==> src/trig_pkg.sv <==
// Constants, types and helpers for the analyzer trigger sequencer.
// Function
// RULE1: One to four levels, count, match, without.
// RULE2: Wait at level until met, then advance.
// RULE3: Count above one needs that many matches.
// RULE4: Without match restarts at first level.
// RULE5: Total of level counts never above 13.
// RULE6: Single count above 13 clamps to 13.
// RULE7: Total above 13 refuses commit, three beeps.
// RULE8: One toggle switches field between OR, AND.
// RULE9: Word cycles true, inverted, excluded.
// RULE10: Cleared field is disabled, never matches.
// RULE11: Disabled single level never triggers.
// RULE12: Leave to predefined selects default sequence.
// RULE13: Stop storing after programmed qualified clocks.
// RULE14: Start offset sets delay from record depth.
// RULE15: Delay counts only doubly qualified clocks.
// RULE16: Far side gives 17 clocks after trigger.
// RULE17: Stop command needs only two more clocks.
// RULE18: Only post-trigger samples are guaranteed.
// RULE19: Delay quantised by channel width mode.
// RULE20: Zero delay stops storage at trigger.
// RULE21: Without match wins over advancing.
package trig_pkg;

  // ----------------------------------------------------------------
  // Register map
  // ----------------------------------------------------------------
  localparam logic [7:0] A_CTRL = 8'h00;
  localparam logic [7:0] A_CMD = 8'h04;
  localparam logic [7:0] A_KEY = 8'h08;
  localparam logic [7:0] A_COUNT = 8'h0C;
  localparam logic [7:0] A_DELAY = 8'h10;
  localparam logic [7:0] A_START = 8'h14;
  localparam logic [7:0] A_STATUS = 8'h18;

  // ----------------------------------------------------------------
  // Field positions
  // ----------------------------------------------------------------
  localparam int C_START = 0;
  localparam int C_STOP = 1;
  localparam int C_ADD = 2;
  localparam int C_REM = 3;
  localparam int C_COMMIT = 4;
  localparam int C_PREDEF = 5;
  localparam int K_WORD = 0;
  localparam int K_FIELD = 2;
  localparam int K_LEVEL = 3;
  localparam int K_ACT = 5;
  localparam int CNT_LEVEL = 8;
  localparam int START_BEFORE = 16;
  localparam int ST_STATE = 0;
  localparam int ST_LEVEL = 2;
  localparam int ST_TOTAL = 4;
  localparam int ST_USER = 10;
  localparam int ST_DONE = 11;
  localparam int ST_NLEV = 12;

  // ----------------------------------------------------------------
  // Values, reset values and counts
  // ----------------------------------------------------------------
  localparam logic [1:0] ACT_WORD = 2'h0;
  localparam logic [1:0] ACT_OP = 2'h1;
  localparam logic [1:0] ACT_CLEAR = 2'h2;
  localparam logic [6:0] CNT_MAX = 7'h0D;
  localparam logic [5:0] TOTAL_MAX = 6'h0D;
  localparam logic [15:0] REC_DEPTH = 16'h03E7;
  localparam logic [15:0] FLUSH_TRIG = 16'h0011;
  localparam logic [15:0] FLUSH_STOP = 16'h0002;
  localparam logic [7:0] BEEP_CYC = 8'h0F;
  localparam logic [2:0] BEEP_PHASES = 3'h6;
  localparam logic [7:0] DEF_MATCH = 8'h01;
  localparam logic [7:0] DEF_WITHOUT = 8'h00;
  localparam logic [1:0] WIDTH_RST = 2'h3;
  localparam logic [2:0] NLEV_RST = 3'h1;
  localparam logic [6:0] CNT_RST = 7'h01;
  localparam logic [15:0] DELAY_RST = 16'h0000;

  // ----------------------------------------------------------------
  // Types and helpers
  // ----------------------------------------------------------------
  typedef enum logic [1:0] {W_OFF = 2'b00, W_TRUE = 2'b01, W_INV = 2'b10} wstate_t;
  typedef enum logic [1:0] {
    S_IDLE = 2'b00, S_SEARCH = 2'b01, S_DELAY = 2'b10, S_FLUSH = 2'b11
  } run_t;

  // Next state of a word on a repeated key press.
  function automatic logic [1:0] word_next(input logic [1:0] s);
    if (s == W_OFF) begin
      return W_TRUE;
    end else if (s == W_TRUE) begin
      return W_INV;
    end
    return W_OFF;
  endfunction

  // Round a delay down to the step of the channel width mode.
  function automatic logic [15:0] quant(input logic [15:0] v, input logic [1:0] w);
    logic [15:0] q;
    q = (w == 2'h0) ? 16'h0028 : (w == 2'h1) ? 16'h0014 : (w == 2'h2) ? 16'h000A : 16'h0005;
    return v - (v % q);
  endfunction

endpackage

==> src/comb_eval.sv <==
// Evaluator for one trigger word combination field.
`timescale 1ns/1ps
module comb_eval (
  input wire logic [7:0] i_words,
  input wire logic i_and,
  input wire logic [3:0] i_hit,
  output logic o_match
);
  logic any_in;
  logic all_t;
  logic one_t;
  logic term;

  // A field with no included word is disabled and never matches.
  always_comb begin
    any_in = 1'b0;
    all_t = 1'b1;
    one_t = 1'b0;
    term = 1'b0;
    for (int i = 0; i < 4; i++) begin
      term = (i_words[2*i +: 2] == trig_pkg::W_INV) ? ~i_hit[i] : i_hit[i];
      if (i_words[2*i +: 2] != trig_pkg::W_OFF) begin
        any_in = 1'b1;
        all_t = all_t & term;
        one_t = one_t | term;
      end
    end
    // RULE10: empty never matches.
    o_match = any_in & (i_and ? all_t : one_t);
  end
endmodule

==> src/tick_counter.sv <==
// Down counter that pulses on the tick that completes a loaded length.
`timescale 1ns/1ps
module tick_counter (
  input wire logic i_mclk,
  input wire logic i_resetn,
  input wire logic i_load,
  input wire logic i_clr,
  input wire logic [15:0] i_len,
  input wire logic i_tick,
  output logic o_done
);
  logic [15:0] cnt;
  logic [15:0] next_cnt;

  // The pulse falls on the last tick itself, so no idle cycle follows it.
  assign o_done = i_tick && (cnt == 16'h0001);

  always_comb begin
    next_cnt = cnt;
    if (i_clr) begin
      next_cnt = 16'h0000;
    end else if (i_load) begin
      next_cnt = i_len;
    end else if (i_tick && cnt != 16'h0000) begin
      next_cnt = cnt - 16'h0001;
    end
  end

  always_ff @(posedge i_mclk or negedge i_resetn) begin
    if (!i_resetn) begin
      cnt <= 16'h0000;
    end else begin
      cnt <= next_cnt;
    end
  end
endmodule

==> src/trig_sequencer.sv <==
// Trigger sequencer top: register port, level stepping and stop control.
`timescale 1ns/1ps
module trig_sequencer (
  input wire logic i_mclk,
  input wire logic i_resetn,
  input wire logic [7:0] i_addr,
  input wire logic [31:0] i_wdata,
  input wire logic i_wr,
  input wire logic i_rd,
  output logic [31:0] o_rdata,
  input wire logic i_sample_en,
  input wire logic i_data_qual,
  input wire logic [3:0] i_word_hit,
  output logic o_store,
  output logic o_trigger,
  output logic o_done,
  output logic o_beep,
  output logic [1:0] o_level
);
  // ----------------------------------------------------------------
  // Declarations
  // ----------------------------------------------------------------
  logic [1:0] width, next_width;
  logic [2:0] nlev, next_nlev;
  logic [6:0] cnt [0:3];
  logic [6:0] next_cnt [0:3];
  logic [7:0] wst [0:3][0:1];
  logic [7:0] next_wst [0:3][0:1];
  logic op [0:3][0:1];
  logic next_op [0:3][0:1];
  logic [15:0] delay, next_delay;
  logic use_user, next_use_user;
  logic refuse;
  logic [5:0] total;
  trig_pkg::run_t st, next_st;
  logic [1:0] next_level;
  logic [3:0] rep, next_rep;
  logic next_store, next_trigger, next_done, next_beep;
  logic [2:0] bph, next_bph;
  logic [7:0] btm, next_btm;
  logic [31:0] next_rdata;
  logic q, use_eff, m_hit, w_hit, rep_met, fire;
  logic [1:0] a_last;
  logic [6:0] a_cnt;
  logic [7:0] a_mw, a_ww;
  logic a_mo, a_wo;
  logic cmd_wr, start_cmd, stop_cmd;
  logic dly_load, dly_done, fl_load, fl_done, fl_clr;
  logic [15:0] fl_len, st_val;
  logic [1:0] kl, cl;

  assign q = i_sample_en & i_data_qual;
  assign cmd_wr = i_wr && (i_addr == trig_pkg::A_CMD);
  assign start_cmd = cmd_wr && i_wdata[trig_pkg::C_START];
  assign stop_cmd = cmd_wr && i_wdata[trig_pkg::C_STOP];
  assign kl = i_wdata[trig_pkg::K_LEVEL +: 2];
  assign cl = i_wdata[trig_pkg::CNT_LEVEL +: 2];

  // ----------------------------------------------------------------
  // Active sequence selection
  // ----------------------------------------------------------------
  // User sequences exist only in the 16- and 32-channel modes.
  // RULE12: default sequence fallback.
  assign use_eff = use_user & width[1];
  assign a_last = use_eff ? 2'(nlev - 3'h1) : 2'h0;
  assign a_cnt = use_eff ? cnt[o_level] : trig_pkg::CNT_RST;
  assign a_mw = use_eff ? wst[o_level][0] : trig_pkg::DEF_MATCH;
  assign a_ww = use_eff ? wst[o_level][1] : trig_pkg::DEF_WITHOUT;
  assign a_mo = use_eff & op[o_level][0];
  assign a_wo = use_eff & op[o_level][1];

  comb_eval u_match (
    .i_words(a_mw),
    .i_and(a_mo),
    .i_hit(i_word_hit),
    .o_match(m_hit)
  );

  comb_eval u_without (
    .i_words(a_ww),
    .i_and(a_wo),
    .i_hit(i_word_hit),
    .o_match(w_hit)
  );

  // RULE3: repeat count reached.
  assign rep_met = (7'(rep) + 7'h01) >= a_cnt;
  // RULE11: disabled fields never fire.
  // RULE21: without blocks the final step.
  assign fire = (st == trig_pkg::S_SEARCH) && q && !w_hit && m_hit && rep_met
    && (o_level == a_last);

  // Total of the counts over the configured levels only.
  // RULE5: bounded total count.
  always_comb begin
    total = 6'h00;
    for (int i = 0; i < 4; i++) begin
      if (3'(i) < nlev) begin
        total = total + 6'(cnt[i]);
      end
    end
  end

  // A start offset before the trigger shortens the delay, after lengthens it.
  // RULE14: stop minus start is depth.
  assign st_val = i_wdata[trig_pkg::START_BEFORE]
    ? ((i_wdata[15:0] < trig_pkg::REC_DEPTH) ? trig_pkg::REC_DEPTH - i_wdata[15:0] : 16'h0000)
    : trig_pkg::REC_DEPTH + i_wdata[15:0];

  // ----------------------------------------------------------------
  // Configuration registers
  // ----------------------------------------------------------------
  // Setup edits; user settings survive a return to the default sequence.
  always_comb begin
    next_width = width;
    next_nlev = nlev;
    next_cnt = cnt;
    next_wst = wst;
    next_op = op;
    next_delay = delay;
    next_use_user = use_user;
    refuse = 1'b0;
    if (i_wr) begin
      if (i_addr == trig_pkg::A_CTRL) begin
        next_width = i_wdata[1:0];
      end else if (i_addr == trig_pkg::A_CMD) begin
        // RULE1: one to four levels.
        if (i_wdata[trig_pkg::C_ADD] && nlev < 3'h4) begin
          next_nlev = nlev + 3'h1;
        end else if (i_wdata[trig_pkg::C_REM] && nlev > 3'h1) begin
          next_nlev = nlev - 3'h1;
        end
        // RULE7: refuse an oversized total.
        if (i_wdata[trig_pkg::C_COMMIT]) begin
          if (total > trig_pkg::TOTAL_MAX) begin
            refuse = 1'b1;
          end else begin
            next_use_user = 1'b1;
          end
        end
        // RULE12: back to default sequence.
        if (i_wdata[trig_pkg::C_PREDEF]) begin
          next_use_user = 1'b0;
        end
      end else if (i_addr == trig_pkg::A_KEY) begin
        case (i_wdata[trig_pkg::K_ACT +: 2])
          trig_pkg::ACT_WORD: begin
            // RULE9: cycle word state.
            next_wst[kl][i_wdata[trig_pkg::K_FIELD]][2*i_wdata[1:0] +: 2] =
              trig_pkg::word_next(wst[kl][i_wdata[trig_pkg::K_FIELD]][2*i_wdata[1:0] +: 2]);
          end
          trig_pkg::ACT_OP: begin
            // RULE8: toggle whole field operator.
            next_op[kl][i_wdata[trig_pkg::K_FIELD]] = !op[kl][i_wdata[trig_pkg::K_FIELD]];
          end
          trig_pkg::ACT_CLEAR: begin
            // RULE10: clear disables field.
            next_wst[kl][i_wdata[trig_pkg::K_FIELD]] = 8'h00;
          end
          default: begin
            next_op = op;
          end
        endcase
      end else if (i_addr == trig_pkg::A_COUNT) begin
        // RULE6: clamp count entry.
        if (i_wdata[6:0] > trig_pkg::CNT_MAX) begin
          next_cnt[cl] = trig_pkg::CNT_MAX;
        end else begin
          next_cnt[cl] = i_wdata[6:0];
        end
      end else if (i_addr == trig_pkg::A_DELAY) begin
        // RULE19: quantise delay.
        next_delay = trig_pkg::quant(i_wdata[15:0], width);
      end else if (i_addr == trig_pkg::A_START) begin
        next_delay = trig_pkg::quant(st_val, width);
      end
    end
  end

  always_ff @(posedge i_mclk or negedge i_resetn) begin
    if (!i_resetn) begin
      width <= trig_pkg::WIDTH_RST;
      nlev <= trig_pkg::NLEV_RST;
      delay <= trig_pkg::DELAY_RST;
      use_user <= 1'b0;
      for (int i = 0; i < 4; i++) begin
        cnt[i] <= trig_pkg::CNT_RST;
        for (int j = 0; j < 2; j++) begin
          wst[i][j] <= 8'h00;
          op[i][j] <= 1'b0;
        end
      end
    end else begin
      width <= next_width;
      nlev <= next_nlev;
      delay <= next_delay;
      use_user <= next_use_user;
      cnt <= next_cnt;
      wst <= next_wst;
      op <= next_op;
    end
  end

  // ----------------------------------------------------------------
  // Post-trigger delay and capture flush counters
  // ----------------------------------------------------------------
  // RULE15: ticks only on qualified clocks.
  tick_counter u_delay (
    .i_mclk(i_mclk),
    .i_resetn(i_resetn),
    .i_load(dly_load),
    .i_clr(1'b0),
    .i_len(delay),
    .i_tick(q && st == trig_pkg::S_DELAY),
    .o_done(dly_done)
  );

  // The flush counts every external clock, qualified or not.
  tick_counter u_flush (
    .i_mclk(i_mclk),
    .i_resetn(i_resetn),
    .i_load(fl_load),
    .i_clr(fl_clr),
    .i_len(fl_len),
    .i_tick(i_sample_en && st == trig_pkg::S_FLUSH),
    .o_done(fl_done)
  );

  // ----------------------------------------------------------------
  // Sequencer, beeper and read port
  // ----------------------------------------------------------------
  // Pre-trigger depth is whatever was stored before the trigger; only the
  // post-trigger delay is enforced here.
  // RULE18: post-trigger count only.
  always_comb begin
    next_st = st;
    next_level = o_level;
    next_rep = rep;
    next_store = o_store;
    next_trigger = 1'b0;
    next_done = o_done;
    dly_load = 1'b0;
    fl_load = 1'b0;
    fl_clr = 1'b0;
    fl_len = trig_pkg::FLUSH_TRIG;
    case (st)
      trig_pkg::S_IDLE: begin
        if (start_cmd) begin
          next_st = trig_pkg::S_SEARCH;
          next_level = 2'h0;
          next_rep = 4'h0;
          next_store = 1'b1;
          next_done = 1'b0;
          fl_clr = 1'b1;
        end
      end
      trig_pkg::S_SEARCH: begin
        if (stop_cmd) begin
          // RULE17: stop needs two clocks.
          next_st = trig_pkg::S_FLUSH;
          next_store = 1'b0;
          fl_load = 1'b1;
          fl_len = trig_pkg::FLUSH_STOP;
        end else if (q && w_hit) begin
          // RULE4: restart from the first level.
          next_level = 2'h0;
          next_rep = 4'h0;
        end else if (fire) begin
          // RULE2: final level sets the trigger.
          next_trigger = 1'b1;
          if (delay == 16'h0000) begin
            // RULE20: zero delay stops at once.
            next_st = trig_pkg::S_FLUSH;
            next_store = 1'b0;
            fl_load = 1'b1;
          end else begin
            // RULE13: run the post-trigger delay.
            next_st = trig_pkg::S_DELAY;
            dly_load = 1'b1;
          end
        end else if (q && m_hit) begin
          // RULE3: count matches before advancing.
          if (rep_met) begin
            next_level = o_level + 2'h1;
            next_rep = 4'h0;
          end else begin
            next_rep = rep + 4'h1;
          end
        end
      end
      trig_pkg::S_DELAY: begin
        if (stop_cmd) begin
          next_st = trig_pkg::S_FLUSH;
          next_store = 1'b0;
          fl_load = 1'b1;
          fl_len = trig_pkg::FLUSH_STOP;
        end else if (dly_done) begin
          // RULE16: wait 17 clocks after stopping.
          next_st = trig_pkg::S_FLUSH;
          next_store = 1'b0;
          fl_load = 1'b1;
        end
      end
      default: begin
        if (fl_done) begin
          next_st = trig_pkg::S_IDLE;
          next_done = 1'b1;
        end
      end
    endcase
  end

  // Three beeps: odd phases sound, even phases are the gaps.
  always_comb begin
    next_bph = bph;
    next_btm = btm;
    if (refuse) begin
      next_bph = trig_pkg::BEEP_PHASES;
      next_btm = trig_pkg::BEEP_CYC;
    end else if (bph != 3'h0) begin
      if (btm == 8'h00) begin
        next_bph = bph - 3'h1;
        next_btm = trig_pkg::BEEP_CYC;
      end else begin
        next_btm = btm - 8'h01;
      end
    end
    next_beep = next_bph[0];
  end

  // Read data stand for exactly the cycle after the strobe.
  always_comb begin
    next_rdata = 32'h0000_0000;
    if (i_rd) begin
      if (i_addr == trig_pkg::A_STATUS) begin
        next_rdata[trig_pkg::ST_STATE +: 2] = st;
        next_rdata[trig_pkg::ST_LEVEL +: 2] = o_level;
        next_rdata[trig_pkg::ST_TOTAL +: 6] = total;
        next_rdata[trig_pkg::ST_USER] = use_user;
        next_rdata[trig_pkg::ST_DONE] = o_done;
        next_rdata[trig_pkg::ST_NLEV +: 3] = nlev;
      end else if (i_addr == trig_pkg::A_DELAY) begin
        next_rdata[15:0] = delay;
      end else if (i_addr == trig_pkg::A_CTRL) begin
        next_rdata[1:0] = width;
      end
    end
  end

  always_ff @(posedge i_mclk or negedge i_resetn) begin
    if (!i_resetn) begin
      st <= trig_pkg::S_IDLE;
      o_level <= 2'h0;
      rep <= 4'h0;
      o_store <= 1'b0;
      o_trigger <= 1'b0;
      o_done <= 1'b0;
      bph <= 3'h0;
      btm <= 8'h00;
      o_beep <= 1'b0;
      o_rdata <= 32'h0000_0000;
    end else begin
      st <= next_st;
      o_level <= next_level;
      rep <= next_rep;
      o_store <= next_store;
      o_trigger <= next_trigger;
      o_done <= next_done;
      bph <= next_bph;
      btm <= next_btm;
      o_beep <= next_beep;
      o_rdata <= next_rdata;
    end
  end

  // External clocks of a flush begun by stop; three from reset, and it rests at two after that flush.
  logic [1:0] stop_ticks, next_stop_ticks;
  always_comb begin
    next_stop_ticks = stop_ticks;
    if (stop_cmd && o_store) begin
      next_stop_ticks = 2'h0;
    end else if (st == trig_pkg::S_FLUSH && i_sample_en && stop_ticks != 2'h3) begin
      next_stop_ticks = stop_ticks + 2'h1;
    end
  end

  always_ff @(posedge i_mclk or negedge i_resetn) begin
    if (!i_resetn) begin
      stop_ticks <= 2'h3;
    end else begin
      stop_ticks <= next_stop_ticks;
    end
  end
endmodule

==> config.mk <==
export PLATFORM = sky130hd
export DESIGN_NAME = trig_sequencer
export DESIGN_NICKNAME = d
export VERILOG_FILES = /design/src/trig_pkg.sv /design/src/comb_eval.sv /design/src/tick_counter.sv /design/src/trig_sequencer.sv
export SDC_FILE = /design/constraint.sdc
export NUM_CORES = 1
export LEC_CHECK = 0
export BUFFER_PORTS_ARGS = -buffer_cell sky130_fd_sc_hd__buf_2
export CAP_MARGIN = 10
export CORE_ASPECT_RATIO = 0.8
export CORE_MARGIN = 2
export CORE_UTILIZATION = 63
export CTS_CLUSTER_DIAMETER = 80
export DETAILED_ROUTE_END_ITERATION = 6
export PLACE_DENSITY_LB_ADDON = 0.1
export SYNTH_ARGS = -nofsm -noshare
export SYNTH_HDL_FRONTEND = slang
export SYNTH_SLANG_ARGS = --single-unit
==> constraint.sdc <==
create_clock -name i_mclk -period 53.8 [get_ports i_mclk]
set_input_delay 5.38 -clock i_mclk [delete_from_list [all_inputs] [get_ports i_mclk]]
set_output_delay 5.38 -clock i_mclk [all_outputs]
set_load 0.02 [all_outputs]
* Word-level counts from Yosys, hierarchy flattened
Index checks and enable logic that the tools add are counted.
** Word-level totals
- Flip-flop bits (word level) :: 192
- Latch bits :: 0
- Memory bits (writable) :: 0
- Memory bits (read-only) :: 0
- Input port bits :: 50
- Output and inout bits :: 38
- Memories :: 0
** Cells by class
- Add/sub/neg operators :: 17
- $mul :: 0
- Div/mod/pow operators :: 2
- $lt $le $gt $ge :: 17
- Equal/unequal tests :: 35
- Shift operators :: 3
- Muxes and demuxes :: 185
- Bitwise gates (word level) :: 36
- Reductions and logical operators :: 67
** Operators with widths (count)
- $mux 16 :: 16
- $pmux 64 s2 :: 1
- $mux 1 :: 81
- $mux 8 :: 10
- $and 64x64->64 :: 1
- $bmux 16 s2 :: 2
- $bwmux 64 :: 1
- $demux 16 s2 :: 2
- $not 64->64 :: 1
- $mux 2 :: 29
- $neg 3->34 :: 1
- $reduce_bool 2->1 :: 17
- $shift 2x34->8 const A :: 1
- $shiftx 2x34->8 :: 1
- $eq 16x1->1 const B :: 2
- $mod 16x16->16 :: 2
- $reduce_bool 16->1 :: 2
- $sub 16x1->16 const B :: 2
- $sub 16x16->16 :: 2
- $mux 6 :: 5
- $reduce_and 5->1 :: 6
- $bwmux 28 :: 1
- $mux 28 :: 1
- $mux 4 :: 7
- other kinds (69) :: 168

* Logic depth before layout (Yosys ltp)
- Word-level depth :: 27
- Mapped depth :: 188
- Gate-level depth less buffers :: 178

* Modules after synthesis
Synthesis repeated with hierarchy kept, for this count alone.
** Second synthesis, totals
- Cell total of the unflattened synthesis :: 3194
- Area total of the unflattened synthesis :: 25284.2 µm²
** By module, submodules not included
- trig_sequencer :: instances 1, cells an instance 2858, area each 22489.1 µm², sequential area each 4012.6 µm²
- tick_counter :: instances 2, cells an instance 142, area each 1236.2 µm², sequential area each 400.4 µm²
- comb_eval :: instances 2, cells an instance 26, area each 161.4 µm², sequential area each 0.0 µm²

* Worst setup path after synthesis
No wires, ideal clock.
- Path type :: input port to flip-flop
- Start point :: input i_wdata[1]
- End point :: register delay[15]
- Setup time :: 0.121 ns
- Arrival time :: 38.780 ns
- Required time :: 53.679 ns
- Path slack :: 14.899 ns
- Cell stages on the path :: 179
- Cells stage by stage :: buf_2 > inv_1 > ha_1 > nor2b_1 > o311ai_1 > a311oi_2 > nor3b_2 > ha_1 > o21a_1 > or4b_2 > a21oi_1 > a21oi_1 > ha_1 > or3_1 > o221ai_1 > nor2_1 > a21o_1 > ha_1 > [... 143 more ...] > and2_1 > o21ai_0 > nand2b_1 > and2_1 > o21ai_0 > nand2b_1 > and2_1 > o21ai_0 > nand2b_1 > and2_1 > o21ai_0 > nand2b_1 > a21o_1 > a21oi_1 > xnor2_1 > xnor3_1 > o21ai_1 > o21ai_1
** On the way
- Longest elaborated chain between the ends :: 7
- Elaborated cells on any way between the ends :: 11
- Classes of those cells :: add/sub: 4; div: 2; order compare: 1; mux: 4
** Ends and longest elaborated chain
- start: declaration :: line trig_sequencer.sv:7 : input wire logic [31:0] i_wdata,
- $sub 10x16->16 / $lt 16x10->1 (equally long branches) :: line trig_sequencer.sv:107 : ? ((i_wdata[15:0] < trig_pkg::REC_DEPTH) ? trig_pkg::REC_DEPTH - i_wdata[15:0] : 16'h0000)
- $mux 16 (2 in a row) :: line trig_sequencer.sv:107
- $mod 16x16->16 :: line trig_pkg.sv:101 : return v - (v % q);
- $sub 16x16->16 :: line trig_pkg.sv:101
- $mux 16 :: line trig_sequencer.sv:174 : end else if (i_addr == trig_pkg::A_START) begin
- $mux 16 * :: line trig_sequencer.sv:171 : end else if (i_addr == trig_pkg::A_DELAY) begin
- end signal: assignment :: line trig_sequencer.sv:184 : delay <= trig_pkg::DELAY_RST;
- end signal: assignment :: line trig_sequencer.sv:196 : delay <= next_delay;
- end: declaration :: line trig_sequencer.sv:31 : logic [15:0] delay, next_delay;
Every way passes the cells marked *; elsewhere a longest branch is shown, timed or not. The select of a mux whose other input is x is not followed.
A chain may end at the register's enable or synchronous reset.

* Worst setup path in the final report
Same ends and word-level chain as after synthesis.

==> results.py <==
metrics = {
    "run_status": {
        "outcome": "complete, no violations",
    },
    "timing": {
        "hold_viol": 0,
        "fin_crit_ns": 45.41,
        "setup_viol": 0,
        "rsz0062_at_grt": "no",
        "fmax_mhz": 22.0,
        "relSlewSlack": 0.194,
        "skew_ns": 0.0119,
        "worstMarginPinSlew_ns": 1.20,
        "final.setup.tns_ns": 0,
        "min_period_over_period": 0.844,
        "maxSlewViolCount": 0,
    },
    "yosys": {
        "synth_area_per_cell_um2": 8.13,
        "yosys_register_bits": 192,
        "yosysWarnings": 0,
        "yosys_most_used_dff": "dfrtp_1",
        "syn_area_um2": 24300,
        "ys_types": 113,
        "synthCells": 2990,
        "synth_edf_count": 0,
        "async_flop_share": 1.00,
        "ys_seq_area_frac": 0.198,
    },
    "placed_design": {
        "place_hpwl_um": 52400,
        "globalplace.congestion": 0.935,
        "port_buffers": 56,
    },
    "global_routing": {
        "grt_max_degree": 121,
        "globalRouteOverflowTotal": 0,
        "grtUsageTotal": 0.339,
        "grt_pass1_vias": 22400,
        "grt_antenna_before_repair": 4,
        "grt_pass1_wl_um": 113000,
    },
    "critical_path": {
        "critPathMostFrequentCell": "o21a_1",
        "rrSetupSlack_ns": 14.26,
        "cp_slowest_cell": "o31ai_1",
        "cp-start-kind": "input pin",
        "crit_start": "i_wdata[1]",
        "reg2reg_depth": 165,
        "cp-end-kind": "flop",
        "slowest_delay_ns": 0.91,
        "reg2reg_from": "width[0]",
        "crit_path_end": "delay[15]",
        "critPathMaxFanout": 17,
        "r2r_end": "delay[15]",
        "cp_data_required_time_ns": 54.13,
        "arrival_ns": 45.74,
        "crit_type": "input pin to flop",
    },
    "floorplanning": {
        "fp.dieW_um": 224,
        "io_pins": 88,
        "fp-row-count": 64,
        "coreArea_um2": 38100,
        "dieHeight_um": 180,
        "dieArea_um2": 40200,
        "initial_core_util": 0.638,
    },
    "clock_network": {
        "clk_latency_ns": 0.45,
        "cts_sinks": 192,
        "cts_tree": "built",
        "cts_setup_buffers": 0,
        "htreeDepth": 4,
        "clock_path_buffers": 2,
        "clkSlewWorstSetupHoldPaths_ns": 0.07,
        "ctsResizeCount": 0,
        "postCtsHoldBufs": 0,
        "cts_made_buffers": 17,
        "root_buffer": "clkbuf_16",
    },
    "drt": {
        "vias": 23300,
        "drc": 0,
        "wl_um": 68700,
        "drt_iter0_drc": 2033,
        "antenna_left": 0,
        "first_pass_iters": 6,
        "wire_per_inst_um": 19.7,
        "via_per_inst": 6.68,
    },
    "finish": {
        "drive_gt1_frac": 0.120,
        "nNetsFinal": 3271,
        "area_delta_synth_final_pct": 4.64,
    },
    "hold_path": {
        "hp-class": "flop to flop",
    },
    "job": {
        "drv_cap": 0,
    },
}
[final cells by class]
type                    instances  area [um^2]
multi-input cells            2599        18700
fillers                      3225        12700
flip-flops and latches        192         4810
well taps                     495          619
clock buffers                  17          425
repair buffers                 72          409
inverters                      97          364
clock inverters                15          125
diodes                          4         10.0
[cells in the mapped netlist (24+ instances only)]
| master | n | area, um^2 |
|---|---|---|
| nor3_1 | 135 | 676 |
| nand2_1 | 257 | 965 |
| clkbuf_1 | 78 | 293 |
| and2_1 | 50 | 313 |
| nor4_1 | 40 | 250 |
| xnor2_1 | 107 | 937 |
| a211oi_1 | 26 | 195 |
| xor2_1 | 46 | 403 |
| nor2b_1 | 43 | 269 |
| o21a_1 | 100 | 751 |
| mux2_2 | 130 | 1460 |
| dfrtp_1 | 185 | 4630 |
| ha_1 | 235 | 2940 |
| and3_1 | 25 | 156 |
| nand4_1 | 31 | 194 |
| mux4_2 | 43 | 968 |
| nor2_1 | 300 | 1130 |
| a21oi_1 | 168 | 841 |
| o21ai_0 | 176 | 881 |
| a21o_1 | 51 | 383 |
| o31ai_1 | 49 | 368 |
| nand3_1 | 71 | 355 |
| a31oi_1 | 27 | 169 |
| a22oi_1 | 24 | 180 |
| inv_1 | 93 | 349 |
| nand2b_1 | 61 | 382 |
| mux2i_1 | 38 | 380 |
[through the flow]
step | hold slack (ns) | instances | utilization | area, um^2 | setup slack [ns]
detailed placement | 0.472 | 3455 | 0.653 | 24900 | 8.99
global route | 0.524 | 3489 | 0.667 | 25400 | 5.32
global placement | 0.472 | 3455 | 0.653 | 24900 | 9.94
finish | 0.490 | 3491 | 0.667 | 25400 | 8.39
CTS | 0.495 | 3487 | 0.667 | 25400 | 9.27
floorplan | 0.450 | 3005 | - | 24400 | 14.90
[registers in the layout, indices dropped and copies added, names as in the netlist]
name	flops
use_user	1
width	2
o_done	1
btm	8
u_delay.cnt	16
wst	64
u_flush.cnt	16
o_rdata	16
delay	16
cnt	28
st	2
bph	3
nlev	3
rep	4
o_store	1
op	8
o_trigger	1
o_level	2
[routing by layer]
metal  routed length (um)  up-vias  GRT usage  share of wire
li1                     -    11100          -              -
met3                 4930      142     0.0561          0.072
met2                31100      879      0.547           0.45
met4                 1740        0      0.106          0.025
met1                30900    11200      0.466           0.45
met5                    0        -          0              0
[worst min-delay path by stage]
| stage | slack, ns | depth (start not counted) | from | endpoint |
|---|---|---|---|---|
| 6_report | 0.49 | 1 | btm[7] | btm[7] |
| 5_1_grt | 0.52 | 1 | cnt[20] | cnt[20] |
| 4_1_cts | 0.49 | 1 | cnt[20] | cnt[20] |
| 3_5_place_dp | 0.47 | 1 | cnt[20] | cnt[20] |
| 3_3_place_gp | 0.47 | 1 | cnt[13] | cnt[13] |
| 2_1_floorplan | 0.45 | 1 | cnt[13] | cnt[13] |
[cells in the final DEF (no fill, tap or decap), types with 71 or more instances in the layout]
cell type	count
a21oi_1	168
o21ai_0	176
nor2_1	300
ha_1	235
nand2_1	257
mux2_2	130
nand3_1	71
o21a_1	100
xnor2_1	107
nor3_1	135
inv_1	93
dfrtp_1	184
[worst max-delay path: cells and delay by family]
kind                     cells  cell delay, ns
AND/OR/NAND/NOR             54           12.84
AO/OA/AOI/OAI               83           18.83
multiplexers                 5            1.60
adder cells (fa/ha/maj)     16            5.04
XOR/XNOR                     2            0.59
buffers and inverters        8            1.37
[kinds of logic after synthesis]
kind of cell,synth area share
other,0.000154
DFF,0.198
muxes,0.118
and+or+nand+nor,0.229
buffers and inverters,0.0363
adders and majority gates,0.127
AOI/OAI and AO/OA,0.235
xor gates and xnor gates,0.0561
Power is left out: the tool's default activity adds up to more than one toggle a clock period on the data nets, which glitch-free logic cannot reach.
